File: src/arg_pkg.sv
// constants shared by the assembly register gateway
package arg_pkg;
	localparam int unsigned WORD_W       = 16;
	localparam logic [15:0] IN_BASE      = 16'h05dc;
	localparam logic [15:0] OUT_BASE     = 16'h06a4;
	localparam int unsigned IN_LEN       = 8;
	localparam int unsigned OUT_LEN      = 4;
	localparam logic [5:0]  MAX_REGS     = 6'h2d;
	localparam int unsigned PN_BYTES     = 64;
	localparam logic [7:0]  EXC_ADDR     = 8'h02;
	localparam logic [7:0]  EXC_VALUE    = 8'h03;
	localparam logic [15:0] CMD_NONE     = 16'h0000;
	localparam logic [15:0] CMD_ACCUM    = 16'h0001;
	localparam logic [15:0] CMD_RELEASE  = 16'h0002;
	localparam logic [15:0] CMD_CANCEL   = 16'h0003;
	localparam logic [15:0] SPEED_RST    = 16'h0000;
	localparam logic [2:0]  OW_UP_CMD    = 3'h0;
	localparam logic [2:0]  OW_DN_CMD    = 3'h1;
	localparam logic [2:0]  OW_UP_SPEED  = 3'h2;
	localparam logic [2:0]  OW_DN_SPEED  = 3'h3;
	typedef enum logic [1:0] {ST_IDLE, ST_READ, ST_WRITE} arg_state_type;
endpackage

File: src/arg_gateway.sv
// assembly register gateway: builds virtual assembly images for three link protocols
`timescale 1ns/1ns
module arg_gateway #(
	parameter int unsigned IN_WORDS  = arg_pkg::IN_LEN,
	parameter int unsigned OUT_WORDS = arg_pkg::OUT_LEN
) (
	input  wire logic        mclk,
	input  wire logic        sys_rst,
	input  wire logic        cfg_load,
	input  wire logic        cfg_flow_left_to_right,
	input  wire logic        cfg_single_zone,
	input  wire logic [15:0] left_zone_status,
	input  wire logic [15:0] right_zone_status,
	input  wire logic [15:0] left_arrival_cnt,
	input  wire logic [15:0] right_arrival_cnt,
	input  wire logic [15:0] left_departure_cnt,
	input  wire logic [15:0] right_departure_cnt,
	input  wire logic [15:0] left_motor_status,
	input  wire logic [15:0] right_motor_status,
	input  wire logic        mb_req_valid,
	input  wire logic        mb_req_write,
	input  wire logic [15:0] mb_req_start,
	input  wire logic [5:0]  mb_req_count,
	input  wire logic        mb_wr_valid,
	input  wire logic [15:0] mb_wr_data,
	output logic             mb_req_ready_q,
	output logic             mb_rsp_valid_q,
	output logic [15:0]      mb_rsp_data_q,
	output logic             mb_rsp_last_q,
	output logic             mb_rsp_done_q,
	output logic             mb_rsp_err_q,
	output logic [7:0]       mb_rsp_code_q,
	input  wire logic        eip_rd_valid,
	input  wire logic [5:0]  eip_rd_index,
	output logic [15:0]      eip_rd_data_q,
	input  wire logic        eip_wr_valid,
	input  wire logic [5:0]  eip_wr_index,
	input  wire logic [15:0] eip_wr_data,
	input  wire logic        pn_rd_valid,
	input  wire logic [5:0]  pn_rd_addr,
	output logic [7:0]       pn_rd_data_q,
	input  wire logic        pn_wr_valid,
	input  wire logic [5:0]  pn_wr_addr,
	input  wire logic [7:0]  pn_wr_data,
	output logic [15:0]      left_cmd_q,
	output logic [15:0]      right_cmd_q,
	output logic [15:0]      left_speed_q,
	output logic [15:0]      right_speed_q
);
	// ****************************************
	// image construction
	// ****************************************
	logic                    flow_ltr_q;
	logic                    single_q;
	arg_pkg::arg_state_type  state_q;
	logic [5:0]              idx_q;
	logic [5:0]              cnt_q;
	logic [7:0]              pn_hi_q;

	// upstream side chosen by flow, motor words stay physical
	function automatic logic [15:0] img_word(input logic [5:0] i);
		case (i)
			6'h00: return flow_ltr_q ? left_zone_status : right_zone_status;
			6'h01: return flow_ltr_q ? right_zone_status : left_zone_status;
			6'h02: return flow_ltr_q ? left_arrival_cnt : right_arrival_cnt;
			6'h03: return flow_ltr_q ? left_departure_cnt : right_departure_cnt;
			6'h04: return flow_ltr_q ? right_arrival_cnt : left_arrival_cnt;
			6'h05: return flow_ltr_q ? right_departure_cnt : left_departure_cnt;
			6'h06: return left_motor_status;
			6'h07: return right_motor_status;
			default: return 16'h0000;
		endcase
	endfunction

	// ****************************************
	// flow configuration
	// ****************************************
	always_ff @(posedge mclk)
	begin
		if (sys_rst)
		begin
			flow_ltr_q <= 1'b1;
			single_q   <= 1'b0;
		end
		else if (cfg_load)
		begin
			flow_ltr_q <= cfg_flow_left_to_right;
			single_q   <= cfg_single_zone;
		end
	end

	// ****************************************
	// holding register transactions
	// ****************************************
	logic req_take;
	logic start_ok;
	logic count_ok;
	assign req_take = mb_req_ready_q && mb_req_valid;
	assign start_ok = mb_req_write ? (mb_req_start == arg_pkg::OUT_BASE)
	                               : (mb_req_start == arg_pkg::IN_BASE);
	assign count_ok = (mb_req_count != 6'h00) && (mb_req_count <= arg_pkg::MAX_REGS)
	                  && (mb_req_count <= (mb_req_write ? 6'(OUT_WORDS) : 6'(IN_WORDS)));

	always_ff @(posedge mclk)
	begin
		if (sys_rst)
		begin
			state_q        <= arg_pkg::ST_IDLE;
			idx_q          <= 6'h00;
			cnt_q          <= 6'h00;
			mb_req_ready_q <= 1'b0;
			mb_rsp_valid_q <= 1'b0;
			mb_rsp_data_q  <= 16'h0000;
			mb_rsp_last_q  <= 1'b0;
			mb_rsp_done_q  <= 1'b0;
			mb_rsp_err_q   <= 1'b0;
			mb_rsp_code_q  <= 8'h00;
		end
		else
		begin
			mb_rsp_valid_q <= 1'b0;
			mb_rsp_last_q  <= 1'b0;
			mb_rsp_done_q  <= 1'b0;
			mb_rsp_err_q   <= 1'b0;
			case (state_q)
				arg_pkg::ST_IDLE:
				begin
					mb_req_ready_q <= 1'b1;
					if (req_take)
					begin
						idx_q <= 6'h00;
						cnt_q <= mb_req_count;
						if (!start_ok)
						begin
							mb_rsp_err_q  <= 1'b1;
							mb_rsp_code_q <= arg_pkg::EXC_ADDR;
						end
						else if (!count_ok)
						begin
							mb_rsp_err_q  <= 1'b1;
							mb_rsp_code_q <= arg_pkg::EXC_VALUE;
						end
						else
						begin
							mb_req_ready_q <= 1'b0;
							state_q <= mb_req_write ? arg_pkg::ST_WRITE : arg_pkg::ST_READ;
						end
					end
				end
				arg_pkg::ST_READ:
				begin
					mb_rsp_valid_q <= 1'b1;
					mb_rsp_data_q  <= img_word(idx_q);
					idx_q          <= idx_q + 6'h01;
					if (idx_q + 6'h01 == cnt_q)
					begin
						mb_rsp_last_q  <= 1'b1;
						mb_req_ready_q <= 1'b1;
						state_q        <= arg_pkg::ST_IDLE;
					end
				end
				arg_pkg::ST_WRITE:
				begin
					if (mb_wr_valid)
					begin
						idx_q <= idx_q + 6'h01;
						if (idx_q + 6'h01 == cnt_q)
						begin
							mb_rsp_done_q  <= 1'b1;
							mb_req_ready_q <= 1'b1;
							state_q        <= arg_pkg::ST_IDLE;
						end
					end
				end
				default: state_q <= arg_pkg::ST_IDLE;
			endcase
		end
	end

	// ****************************************
	// word and byte image access
	// ****************************************
	logic [15:0] pn_rd_word;
	always_comb
	begin
		pn_rd_word = img_word({1'b0, pn_rd_addr[5:1]});
	end
	always_ff @(posedge mclk)
	begin
		if (sys_rst)
		begin
			eip_rd_data_q <= 16'h0000;
			pn_rd_data_q  <= 8'h00;
			pn_hi_q       <= 8'h00;
		end
		else
		begin
			if (eip_rd_valid)
			begin
				eip_rd_data_q <= img_word(eip_rd_index);
			end
			if (pn_rd_valid)
			begin
				pn_rd_data_q <= pn_rd_addr[0] ? pn_rd_word[7:0] : pn_rd_word[15:8];
			end
			if (pn_wr_valid && !pn_wr_addr[0])
			begin
				pn_hi_q <= pn_wr_data;
			end
		end
	end

	// ****************************************
	// output image into zone control registers
	// ****************************************
	logic        ow_en;
	logic [5:0]  ow_idx;
	logic [15:0] ow_data;
	always_comb
	begin
		ow_en   = 1'b0;
		ow_idx  = 6'h00;
		ow_data = 16'h0000;
		if (state_q == arg_pkg::ST_WRITE && mb_wr_valid)
		begin
			ow_en   = 1'b1;
			ow_idx  = idx_q;
			ow_data = mb_wr_data;
		end
		else if (eip_wr_valid)
		begin
			ow_en   = 1'b1;
			ow_idx  = eip_wr_index;
			ow_data = eip_wr_data;
		end
		else if (pn_wr_valid && pn_wr_addr[0])
		begin
			ow_en   = 1'b1;
			ow_idx  = {1'b0, pn_wr_addr[5:1]};
			ow_data = {pn_hi_q, pn_wr_data};
		end
	end

	logic dn_ok;
	assign dn_ok = !single_q;

	always_ff @(posedge mclk)
	begin
		if (sys_rst)
		begin
			left_cmd_q    <= arg_pkg::CMD_NONE;
			right_cmd_q   <= arg_pkg::CMD_NONE;
			left_speed_q  <= arg_pkg::SPEED_RST;
			right_speed_q <= arg_pkg::SPEED_RST;
		end
		else if (ow_en && ow_idx < 6'(OUT_WORDS))
		begin
			case (ow_idx[2:0])
				arg_pkg::OW_UP_CMD:
					if (flow_ltr_q) left_cmd_q <= ow_data; else right_cmd_q <= ow_data;
				arg_pkg::OW_DN_CMD:
					if (dn_ok && flow_ltr_q) right_cmd_q <= ow_data;
					else if (dn_ok) left_cmd_q <= ow_data;
				arg_pkg::OW_UP_SPEED:
					if (flow_ltr_q) left_speed_q <= ow_data; else right_speed_q <= ow_data;
				arg_pkg::OW_DN_SPEED:
					if (dn_ok && flow_ltr_q) right_speed_q <= ow_data;
					else if (dn_ok) left_speed_q <= ow_data;
				default:
					left_cmd_q <= left_cmd_q;
			endcase
		end
	end
endmodule

File: config.mk
export PLATFORM = sky130hd
export DESIGN_NAME = arg_gateway
export DESIGN_NICKNAME = d
export VERILOG_FILES = /design/src/arg_pkg.sv /design/src/arg_gateway.sv
export SDC_FILE = /design/constraint.sdc
export NUM_CORES = 1
export LEC_CHECK = 0
export BUFFER_PORTS_ARGS = -buffer_cell sky130_fd_sc_hd__buf_4
export CAP_MARGIN = 20
export CORE_MARGIN = 5
export CORE_UTILIZATION = 40
export CTS_BUF_LIST = sky130_fd_sc_hd__clkbuf_16
export DETAILED_ROUTE_END_ITERATION = 6
export GPL_TIMING_DRIVEN = 1
export PLACE_DENSITY = 0.66
export SKIP_LAST_GASP = 1
export SYNTH_ARGS = -nofsm -noshare
export SYNTH_HDL_FRONTEND = slang
export SYNTH_SLANG_ARGS = --single-unit
File: constraint.sdc
create_clock -name mclk -period 2.5 [get_ports mclk]
set_input_delay 0.25 -clock mclk [delete_from_list [all_inputs] [get_ports mclk]]
set_output_delay 0.25 -clock mclk [all_outputs]
set_load 0.1 [all_outputs]
======== Yosys cells after proc, flatten, opt, wreduce, memory -nomap -nowiden ========
Index checks and enable logic that the tools add are counted.
cells by class
  add/subtract/negate cells ............... 1
  order comparisons ....................... 3
  eq/ne operators ......................... 44
  mux-type cells .......................... 50
  bitwise gates (word level) .............. 5
  reduce and logical (&&, ||, !) cells .... 31
operators by type and width
  operator              number
  $pmux 16 s8           3
  $mux 16               14
  $pmux 16 s2           4
  $eq 6x3->1 const B    8
  $eq 16x11->1 const B  2
  $ne 2x2->1 const B    15
  $eq 6x2->1 const B    4
  $mux 6                4
  $mux 8                3
  $eq 5x3->1 const B    4
  $pmux 6 s3            1
  $eq 6x1->1 const B    2
  $logic_not 6->1       2
  $mux 2                6
  $reduce_and 4->1      3
  $mux 1                11
  $eq 5x2->1 const B    2
  $reduce_and 5->1      2
  $logic_and 1x1->1     8
  $add 6x1->6 const B   1
  $eq 3x2->1 const B    2
  $eq 6x6->1            1
  $le 6x4->1            1
  $le 6x6->1 const B    1
  21 further kinds      30
word-level totals
  flip-flop bits (word level) ............. 141
  input bits .............................. 226
  output and inout bits ................... 117
  logic and storage cells ................. 153

======== Logic depth before layout (Yosys ltp) ========
Gate-level depths: netlist of the first run.
  word-level depth ........................ 7
  gate-level depth with buffers ........... 11
  depth with buffers taken out ............ 8

======== Least setup slack after synthesis of the first run ========
Ideal clock, no wire load.
  kind .................................... reg-to-reg
  start ................................... register idx_q[1]
  end ..................................... register mb_rsp_data_q[8]
  library setup time ...................... 119 ps
  arrival time ............................ 2184 ps
  required time ........................... 2381 ps
  path slack .............................. 197 ps
  stages on the path, launching flop included .. 10
  path through ............................ dfxtp_1 > inv_1 > ha_1 > clkbuf_1 > or4_1 > and3_1 > clkbuf_1 > nor2b_1 > clkbuf_1 > a32o_1
on the way
  cells in the longest elaborated chain, start to end .. 2
  elaborated cells on any way between the ends .. 9
  classes of those cells .................. eq/ne (7); mux (1); reduce/logical (1)
RTL lines
  what                                      line                RTL
  from (decl)                               arg_gateway.sv:56   logic [5:0] idx_q;
  from (signal assigned)                    arg_gateway.sv:154  idx_q <= idx_q + 6'h01;
  from (signal assigned)                    arg_gateway.sv:166  idx_q <= idx_q + 6'h01;
  $eq 6x3->1, or another cell as far along  arg_gateway.sv:62   case (i)
  $pmux 16 s8 *                             arg_gateway.sv:62
  to (signal assigned)                      arg_gateway.sv:153  mb_rsp_data_q <= img_word(idx_q);
  to (decl)                                 arg_gateway.sv:28   output logic [15:0] mb_rsp_data_q,
Mark *: on every way between the ends. The rest lies on a longest branch, timed or not.
A chain may end at the register's enable or synchronous reset.

======== Worst setup path after layout of the first run ========
  start ................................... register idx_q[0]
  end ..................................... register mb_rsp_data_q[8]
The elaborated chain is that of the path after synthesis.

==> flow_summary_export.csv, run 1 <==
group,metric,value,unit
setup_path,end_kind,"flip-flop",
synth,synth_seq_cells,135,
detailed_routing,met2_wirelength,20740,um
placement,dp_cells,1889,
hold_path,min-delay-start,"cfg_flow_left_to_right",
status,status,"finished clean",
clock_tree,ctsHtreeMaxLevel,4,
detailed_routing,wl,47930,um
die,io-pin-count,343,
final_layout,most-common-layout-cells,"buf_4, mux2i_1, dfxtp_1",
power,peakVddDrop,315.9,uV
setup_path,crit_required,2880,ps
synth,avgSynthCellArea,8.123,um^2
synth,syn_inst,1227,
synth,synth_xor_area_share,1.180,%
timing,final-hold-violation-count,0,
synth,synth_edf_count,0,
clock_tree,numCtsBuffers,17,
synth,yosys-top-cells-area,"dfxtp_1, mux2i_1, a22oi_1",
final_layout,nFillCells,2229,
final_layout,finalNetCount,1821,
timing,hold_slack,29.58,ps
clock_tree,cts_root_buf,"clkbuf_16",
placement,gp_congestion,1.043,
grt,grt_max_degree,64,
setup_path,arrival,2820,ps
final_layout,final_cells,1922,
synth,ys_types,71,
die,start_util,40.74,%
grt,antenna_found_initial,0,
detailed_routing,avgRoutedWirePerCell,24.94,um
die,rows,57,
synth,ys_async_sr_fraction,0,%
grt,grt_pass1_vias,11570,
synth,syn_area,9967,um^2
synth,ys_seq_area_share,27.12,%
clock_tree,insertion_delay,440,ps
final_layout,drive_above_1_share,31.79,%
die,core-area,24460,um^2
detailed_routing,first_pass_iters,7,
timing,slew_viol_final,0,
setup_path,worstPathCellList,"inv_1 -> ha_1 -> or4_1 -> and3_1 -> nor2b_1 -> a32o_1",
detailed_routing,top_layer,"met4",
timing,layout_min_cycle_time,2447,ps
synth,synthAdderAreaFrac,1.255,%
timing,worst_pin_slew,730.1,ps
detailed_routing,drt_iter0_markers,1715,
detailed_routing,vias_per_cell,6.330,
clock_tree,clk_path_buf_depth,2,
detailed_routing,drt-met1-wl,19270,um
final_layout,final_common_cell,"buf_4",
timing,max_freq,0.4087,GHz
power,power.density,445.3,nW/um^2
clock_tree,cts_tree,"done",
synth,yosys.area.top_type,"dfxtp_1",
clock_tree,path_clk_slew,70,ps
placement,dpl.hpwl,36970,um
setup_path,r2r-start,"idx_q[0]",
final_layout,antennaDiodeCount,0,
clock_tree,clock_sinks,135,
setup_path,crit_fanout,10,
synth,yosys.area_share.simple,17.05,%
hold_path,min_path_type,"in -> reg",
placement,io_buffers,336,
setup_path,reg2reg_to,"mb_rsp_data_q[8]",
die,die_w,167.9,um
detailed_routing,ant_nets,0,
setup_path,slowest_delay,670,ps
grt,grt_usage,32.18,%
die,die_area,28180,um^2
setup_path,rrSetupSlack,50,ps
setup_path,crit_type,"reg -> reg",
detailed_routing,routed-via-count,12170,
final_layout,area_delta_synth_final,40.15,%
synth,yosys_warnings,0,
detailed_routing,drc_errors,0,
power,finalPower,0.006221,W
timing,rsz0062_at_grt,"true",
grt,grt_pass1_wl,71360,um
synth,synth_compound_area_share,30.09,%
setup_path,cp_slowest_cell,"nor2b_1",
flow_run,drv_cap,0,
timing,period_share,97.86,%
hold_path,hold_end,"flow_ltr_q",
synth,synth.area.mux_share,17.39,%
grt,grt_overflow,0,
hold_path,hold_depth,2,
die,die_h,167.9,um
setup_path,startpoint_type,"flip-flop",
clock_tree,postCtsHoldBufs,0,
detailed_routing,wl_met3,5742,um
timing,tns,0,ps
synth,synth.top_cell.area_share,27.12,%
timing,relSlewSlack,51.03,%
timing,skew,15.06,ps
power,leakagePower,6.245,nW
synth,ys.flop_type,"dfxtp_1",
timing,setup_viol,0,
synth,synth_top_family_by_area,"compound AO/OA/AOI/OAI gates",
setup_path,r2r_cells,6,
final_layout,fin_util,57.10,%
-- cell usage after synthesis, drive strengths merged, types with 4 or more instances --
cell type	number
mux2i	154
dfxtp	135
nor2	128
nand2	97
a21oi	92
a22oi	89
clkbuf	63
buf	46
o21ai	45
a221oi	43
o22ai	35
nand2b	28
nor3	22
mux2	17
a22o	16
nand3	16
a221o	15
a211oi	14
a2111oi	11
a222oi	11
nor2b	11
ha	10
inv	10
and2	9
o221ai	9
nor4	8
xnor2	7
and3	6
o31ai	6
o41ai	6
or3	6
a21o	5
nand4b	5
nor3b	4
o211ai	4
or4	4
-- registers in the layout, summed over array words and instances, names as in the netlist, 6 cells and up --
signal	flops
eip_rd_data_q	16
pn_rd_data_q	8
left_cmd_q	16
right_speed_q	16
right_cmd_q	16
pn_hi_q	8
mb_rsp_data_q	16
left_speed_q	16
cnt_q	6
idx_q	6
-- stage by stage --
step           cell area [um^2]  setup WS, ps
4_1_cts                   13930         3.923
3_5_place_dp              13330         21.05
5_1_grt                   13970        -2.546
6_report                  13970         53.41
3_3_place_gp              13330         135.5
2_1_floorplan              9986         196.9
-- power by group --
part           leakage, nW  total [W]  switching (W)  internal (W)
combinational         4.86    0.00142       0.000827      0.000592
sequential            1.09    0.00221      0.0000296       0.00218
clock                0.290    0.00260        0.00125       0.00135
total                 6.24    0.00622        0.00210       0.00412
-- routing by layer --
layer  GRT usage (%)  vias up
met4           13.23        0
li1                -     5416
met5               0        -
met1           43.06     5711
met2           49.65      895
met3           8.019      145
-- repair_timing --
| action | CTS | global route |
|---|---|---|
| gates resized for setup | 0 | 7 |
| buffers inserted | 0 | 1 |
| setup endpoints to repair | 0 | 76 |
-- worst max-delay path by stage --
| stage | endpoint | slack (ps) | cells past startpoint | start |
|---|---|---|---|---|
| 6_report | mb_rsp_data_q[8] | 50 | 6 | idx_q[0] |
| 5_1_grt | right_cmd_q[4] | -3 | 10 | state_q[0] |
| 4_1_cts | left_speed_q[12] | 4 | 8 | state_q[0] |
| 3_5_place_dp | left_speed_q[6] | 20 | 8 | state_q[0] |
| 3_3_place_gp | left_speed_q[15] | 140 | 8 | state_q[0] |
| 2_1_floorplan | mb_rsp_data_q[8] | 200 | 9 | idx_q[1] |
-- final cells by class --
type                       count  area [um^2]  area share (%)
tap                          324        405.4           2.902
inverter                      11        41.29          0.2956
clock inverter                15        172.7           1.236
multi-input combinational    977         6730           48.18
timing repair buffer         443         3487           24.96
sequential                   135         2706           19.37
clock buffer                  17        425.4           3.046
-- cells by family after synthesis --
family                   after synthesis
adder cells (fa/ha/maj)               10
AND/OR/NAND/NOR                      358
XOR/XNOR                              11
other                                  1
AO/OA/AOI/OAI                        421
flip-flops                           135
buffers and inverters                120
multiplexers                         171
-- worst max-delay path: cells and delay by family, from the launching register on --
kind	cells	cell delay, ps
flops	1	350
compound gates	1	260
fa+ha+maj	1	330
simple gates	3	1360
buf+inv	1	90
No activity file was read; power rests on OpenSTA's default activity.
==> inputs of run 2 (changes only) <==
==> constraint.sdc (replaced) <==
create_clock -name mclk -period 2.7 [get_ports mclk]
set_input_delay 0.27 -clock mclk [delete_from_list [all_inputs] [get_ports mclk]]
set_output_delay 0.27 -clock mclk [all_outputs]
set_load 0.1 [all_outputs]
==> flow_summary_export.csv, run 2 (synthesized netlist as in run 1, its figures left out) <==
group,metric,value,unit
die,io-pin-count,343,
placement,gp_congestion,1.036,
setup_path,startpoint_type,"flip-flop",
die,die_h,167.9,um
power,power.density,419.5,nW/um^2
grt,grt_max_degree,71,
timing,layout_min_cycle_time,2534,ps
timing,worst_pin_slew,852.4,ps
clock_tree,numCtsBuffers,17,
setup_path,cp_slowest_cell,"nor2b_1",
die,rows,57,
timing,rsz0062_at_grt,"false",
detailed_routing,vias_per_cell,6.395,
die,core-area,24460,um^2
grt,antenna_found_initial,1,
placement,dpl.hpwl,36520,um
clock_tree,insertion_delay,420,ps
clock_tree,cts_root_buf,"clkbuf_16",
clock_tree,clk_path_buf_depth,2,
final_layout,fin_util,55.60,%
final_layout,drive_above_1_share,30.33,%
grt,grt_pass1_wl,70190,um
timing,slew_viol_final,0,
timing,relSlewSlack,43.06,%
clock_tree,clock_sinks,135,
detailed_routing,wl,47510,um
final_layout,finalInstanceArea,13600,um^2
setup_path,crit_required,3060,ps
clock_tree,postCtsSetupRepairBufs,0,
timing,tns,0,ps
grt,grt_usage,31.66,%
power,peakVddDrop,352.8,uV
detailed_routing,drt_iter0_markers,1805,
setup_path,critPathBufInv,1,
setup_path,worstPathCellList,"inv_1 -> ha_1 -> or4_1 -> and3_1 -> nor2b_1 -> a22o_1",
die,start_util,40.74,%
timing,period_share,93.85,%
clock_tree,path_clk_slew,60,ps
grt,grt_overflow,0,
die,die_w,167.9,um
grt,grt_pass1_vias,11340,
final_layout,most-common-layout-cells,"buf_4, mux2i_1, dfxtp_1",
status,violations,"design-rule violations",
timing,hold_slack,68.83,ps
final_layout,finalNetCount,1789,
placement,io_buffers,336,
timing,setup_viol,0,
final_layout,final_common_cell,"buf_4",
power,leakagePower,6.057,nW
timing,final-hold-violation-count,0,
detailed_routing,first_pass_iters,7,
die,die_area,28180,um^2
timing,max_freq,0.3946,GHz
setup_path,slowest_delay,740,ps
timing,skew,14.66,ps
clock_tree,postCtsHoldBufs,0,
final_layout,antennaDiodeCount,0,
setup_path,path_delay_family,"simple AND/OR/NAND/NOR gates",
setup_path,end_kind,"flip-flop",
detailed_routing,drc_errors,4,
placement,place_area,13000,um^2
setup_path,crit_fanout,11,
detailed_routing,ant_nets,0,
final_layout,area_delta_synth_final,36.45,%
hold_path,min_path_type,"in -> reg",
clock_tree,ctsHtreeMaxLevel,4,
detailed_routing,routed-via-count,12090,
clock_tree,cts_tree,"done",
flow_run,drv_cap,0,
detailed_routing,avgRoutedWirePerCell,25.13,um
status,status,"finished, violations left",
setup_path,arrival,2890,ps
setup_path,crit_type,"reg -> reg",
-- run 2: timing repair --
action / 4_1_cts / 5_1_grt
endpoints found under the hold margin: 0 / 0
resized for setup: 0 / 4
endpoints found under the setup margin: 0 / 5
-- run 2: stage by stage --
| step | power (W) | worst slack (ps) | instances |
|---|---|---|---|
| 2_1_floorplan | 0.002750 | 396.9 | 1232 |
| 3_3_place_gp | 0.003343 | 195.1 | 1858 |
| 3_5_place_dp | 0.003345 | 175.9 | 1858 |
| 4_1_cts | 0.005707 | 154.2 | 1890 |
| 5_1_grt | 0.005894 | 45.60 | 1890 |
| 6_report | 0.005705 | 166.0 | 1890 |
-- run 2: power by group --
group	switching [W]	internal [W]	leakage (nW)	total, W
clock network	0.00106	0.00131	0.279	0.00237
logic	0.000763	0.000538	4.69	0.00130
registers	0.0000194	0.00202	1.09	0.00204
total	0.00184	0.00386	6.06	0.00570
-- run 2: final cells by class --
cell class                      instances  area [um^2]
Inverter                               11        41.29
Fill cell                            2309        10860
Sequential cell                       135         2706
Tap cell                              324        405.4
Multi-Input combinational cell        977         6728
Clock buffer                           17        425.4
Timing Repair Buffer                  411         3136
Clock inverter                         15        158.9
-- run 2: per-layer routing --
layer / share of wire [%] / GRT usage (%)
met2: 45 / 50.38
met5: 0.017 / 0
met1: 39 / 41.48
met3: 13 / 9.285
met4: 3.6 / 9.986
-- run 2: final timing paths --
check / from / endpoint / slack (ps) / depth (start not counted)
worst min register to register: eip_rd_data_q[7] / eip_rd_data_q[7] / 450 / 2
worst max register to register: idx_q[1] / mb_rsp_data_q[15] / 170 / 6
worst max-delay path: idx_q[1] / mb_rsp_data_q[15] / 170 / 6
worst min-delay path: cfg_flow_left_to_right / flow_ltr_q / 70 / 2
-- run 2: worst reg2reg max path: cells and delay by family (launching register included) --
kind	cells	cell delay, ps
AND/OR/NAND/NOR	3	1330
flip-flops	1	390
AO/OA/AOI/OAI	1	270
adder cells (fa/ha/maj)	1	380
buffers and inverters	1	110
==> inputs of run 3 (changes only) <==
--- a/config.mk
+++ b/config.mk
@@ -12,7 +12,7 @@
 export CTS_BUF_LIST = sky130_fd_sc_hd__clkbuf_16
 export DETAILED_ROUTE_END_ITERATION = 6
 export GPL_TIMING_DRIVEN = 1
-export PLACE_DENSITY = 0.66
+export PLACE_DENSITY = 0.69
 export SKIP_LAST_GASP = 1
 export SYNTH_ARGS = -nofsm -noshare
 export SYNTH_HDL_FRONTEND = slang
==> constraint.sdc (replaced) <==
create_clock -name mclk -period 2.1 [get_ports mclk]
set_input_delay 0.21 -clock mclk [delete_from_list [all_inputs] [get_ports mclk]]
set_output_delay 0.21 -clock mclk [all_outputs]
set_load 0.1 [all_outputs]
==> flow_summary_export.csv, run 3 (synthesized netlist as in run 1, its figures left out) <==
group,metric,value,unit
status,status,"finished, violations left",
status,violations,"negative setup slack",
timing,skew,16.74,ps
timing,max_freq,0.4653,GHz
final_layout,final_cells,2009,
detailed_routing,drc_errors,0,
setup_path,worstPathCellList,"buf_12 -> mux2i_2 -> o22ai_1 -> a221o_1 -> o31ai_2 -> buf_4 -> a21oi_1",
grt,grt_pass1_wl,73680,um
setup_path,crit_type,"reg -> reg",
die,start_util,40.74,%
flow_run,drv_cap,0,
timing,slew_viol_final,0,
timing,period_share,102.3,%
detailed_routing,routed-via-count,12660,
timing,relSlewSlack,57.92,%
grt,grt_overflow,0,
die,die_w,167.9,um
detailed_routing,avgRoutedWirePerCell,24.64,um
final_layout,finalNetCount,1908,
clock_tree,numCtsBuffers,17,
die,die_area,28180,um^2
grt,grt_usage,33.00,%
die,die_h,167.9,um
final_layout,area_delta_synth_final,51.34,%
grt,grt_max_degree,62,
detailed_routing,ant_nets,0,
clock_tree,ctsHtreeMaxLevel,4,
timing,rsz0062_at_grt,"true",
placement,place_area,14000,um^2
clock_tree,insertion_delay,430,ps
power,peakVddDrop,404.0,uV
final_layout,drive_above_1_share,38.52,%
detailed_routing,drt_iter0_markers,1632,
timing,layout_min_cycle_time,2149,ps
placement,io_buffers,336,
setup_path,arrival,2440,ps
die,core-area,24460,um^2
setup_path,slowest_delay,450,ps
setup_path,crit_fanout,25,
placement,dpl.hpwl,38340,um
setup_path,end_kind,"flip-flop",
timing,setup_viol,22,
placement,dp_worst_setup_slack,-283.9,ps
placement,dp_cells,1963,
grt,antenna_found_initial,1,
final_layout,final_common_cell,"buf_4",
die,rows,57,
clock_tree,path_clk_slew,70,ps
die,io-pin-count,343,
power,power.density,504.5,nW/um^2
timing,hold_slack,20.83,ps
final_layout,finalInstanceArea,15080,um^2
timing,fin_ws,-49.10,ps
detailed_routing,vias_per_cell,6.302,
placement,gp_congestion,1.030,
final_layout,most-common-layout-cells,"buf_4, mux2i_1, nor2_1, dfxtp_1, nand2_1",
setup_path,crit_required,2390,ps
grt,grt_pass1_vias,12210,
setup_path,startpoint_type,"flip-flop",
setup_path,cp_slowest_cell,"dfxtp_4",
detailed_routing,wl,49500,um
power,leakagePower,6.741,nW
timing,final-hold-violation-count,0,
detailed_routing,first_pass_iters,6,
final_layout,antennaDiodeCount,0,
clock_tree,cts_tree,"done",
clock_tree,clock_sinks,135,
clock_tree,cts_root_buf,"clkbuf_16",
final_layout,fin_util,61.66,%
timing,worst_pin_slew,631.2,ps
hold_path,min_path_type,"in -> reg",
clock_tree,clk_path_buf_depth,2,
[run 3: cell types whose count changed in the layout (fill, tap and decap cells not counted), sizes merged]
cell	before	now
buf	411	528
clkbuf	17	18
clkinv	4	5
clkinvlp	3	1
dlygate4sd3	0	1
inv	18	19
[run 3: layout make-up]
type	count	area, um^2
clock inverters	15	175.2
flip-flops and latches	135	2724
well taps	324	405.4
clock buffers	17	425.4
multi-input cells	977	7043
fillers	2177	9378
inverters	11	41.29
repair buffers	530	4270
[run 3: per-stage QoR]
step                      setup TNS [ps]  power, W
after floorplan                   -837.7  0.003538
after global placement             -3727  0.004422
after detailed placement           -7784  0.004429
after CTS                         -173.1  0.007532
after global routing               -4498  0.007847
final                             -272.7  0.007610
[run 3: power breakdown]
group	leakage (nW)	switching (W)	internal [W]
clock	0.294	0.00140	0.00171
sequential	1.10	0.0000287	0.00259
combinational	5.35	0.00106	0.000823
[run 3: repair_timing]
item / 4_1_cts / 5_1_grt
hold endpoints to repair: 1 / 0
setup buffers: 3 / 10
resized for setup: 26 / 55
setup endpoints to repair: 88 / 89
pin swaps: 4 / 8
hold buffers: 1 / 0
gates cloned: 0 / 1
[run 3: metal layers]
metal | GRT usage (%) | share of wire, % | routed length, um | up-vias
met5 | 0 | 0 | 0 | -
met3 | 9.472 | 12 | 6045 | 147
met4 | 12.24 | 4.0 | 1978 | 0
met2 | 51.42 | 45 | 22060 | 903
li1 | - | - | - | 5608
met1 | 43.55 | 39 | 19410 | 6003
[run 3: final timing paths]
path,start,end,slack (ps),cells past startpoint
min reg2reg,eip_rd_data_q[14],eip_rd_data_q[14],450,2
max,flow_ltr_q,mb_rsp_data_q[1],-50,7
min,cfg_single_zone,single_q,20,3
max reg2reg,flow_ltr_q,mb_rsp_data_q[1],-50,7
[run 3: critical path: cells and delay by family (launching register included)]
kind	cells	cell delay [ps]
compound gates	4	810
buf+inv	2	390
flops	1	450
mux	1	350
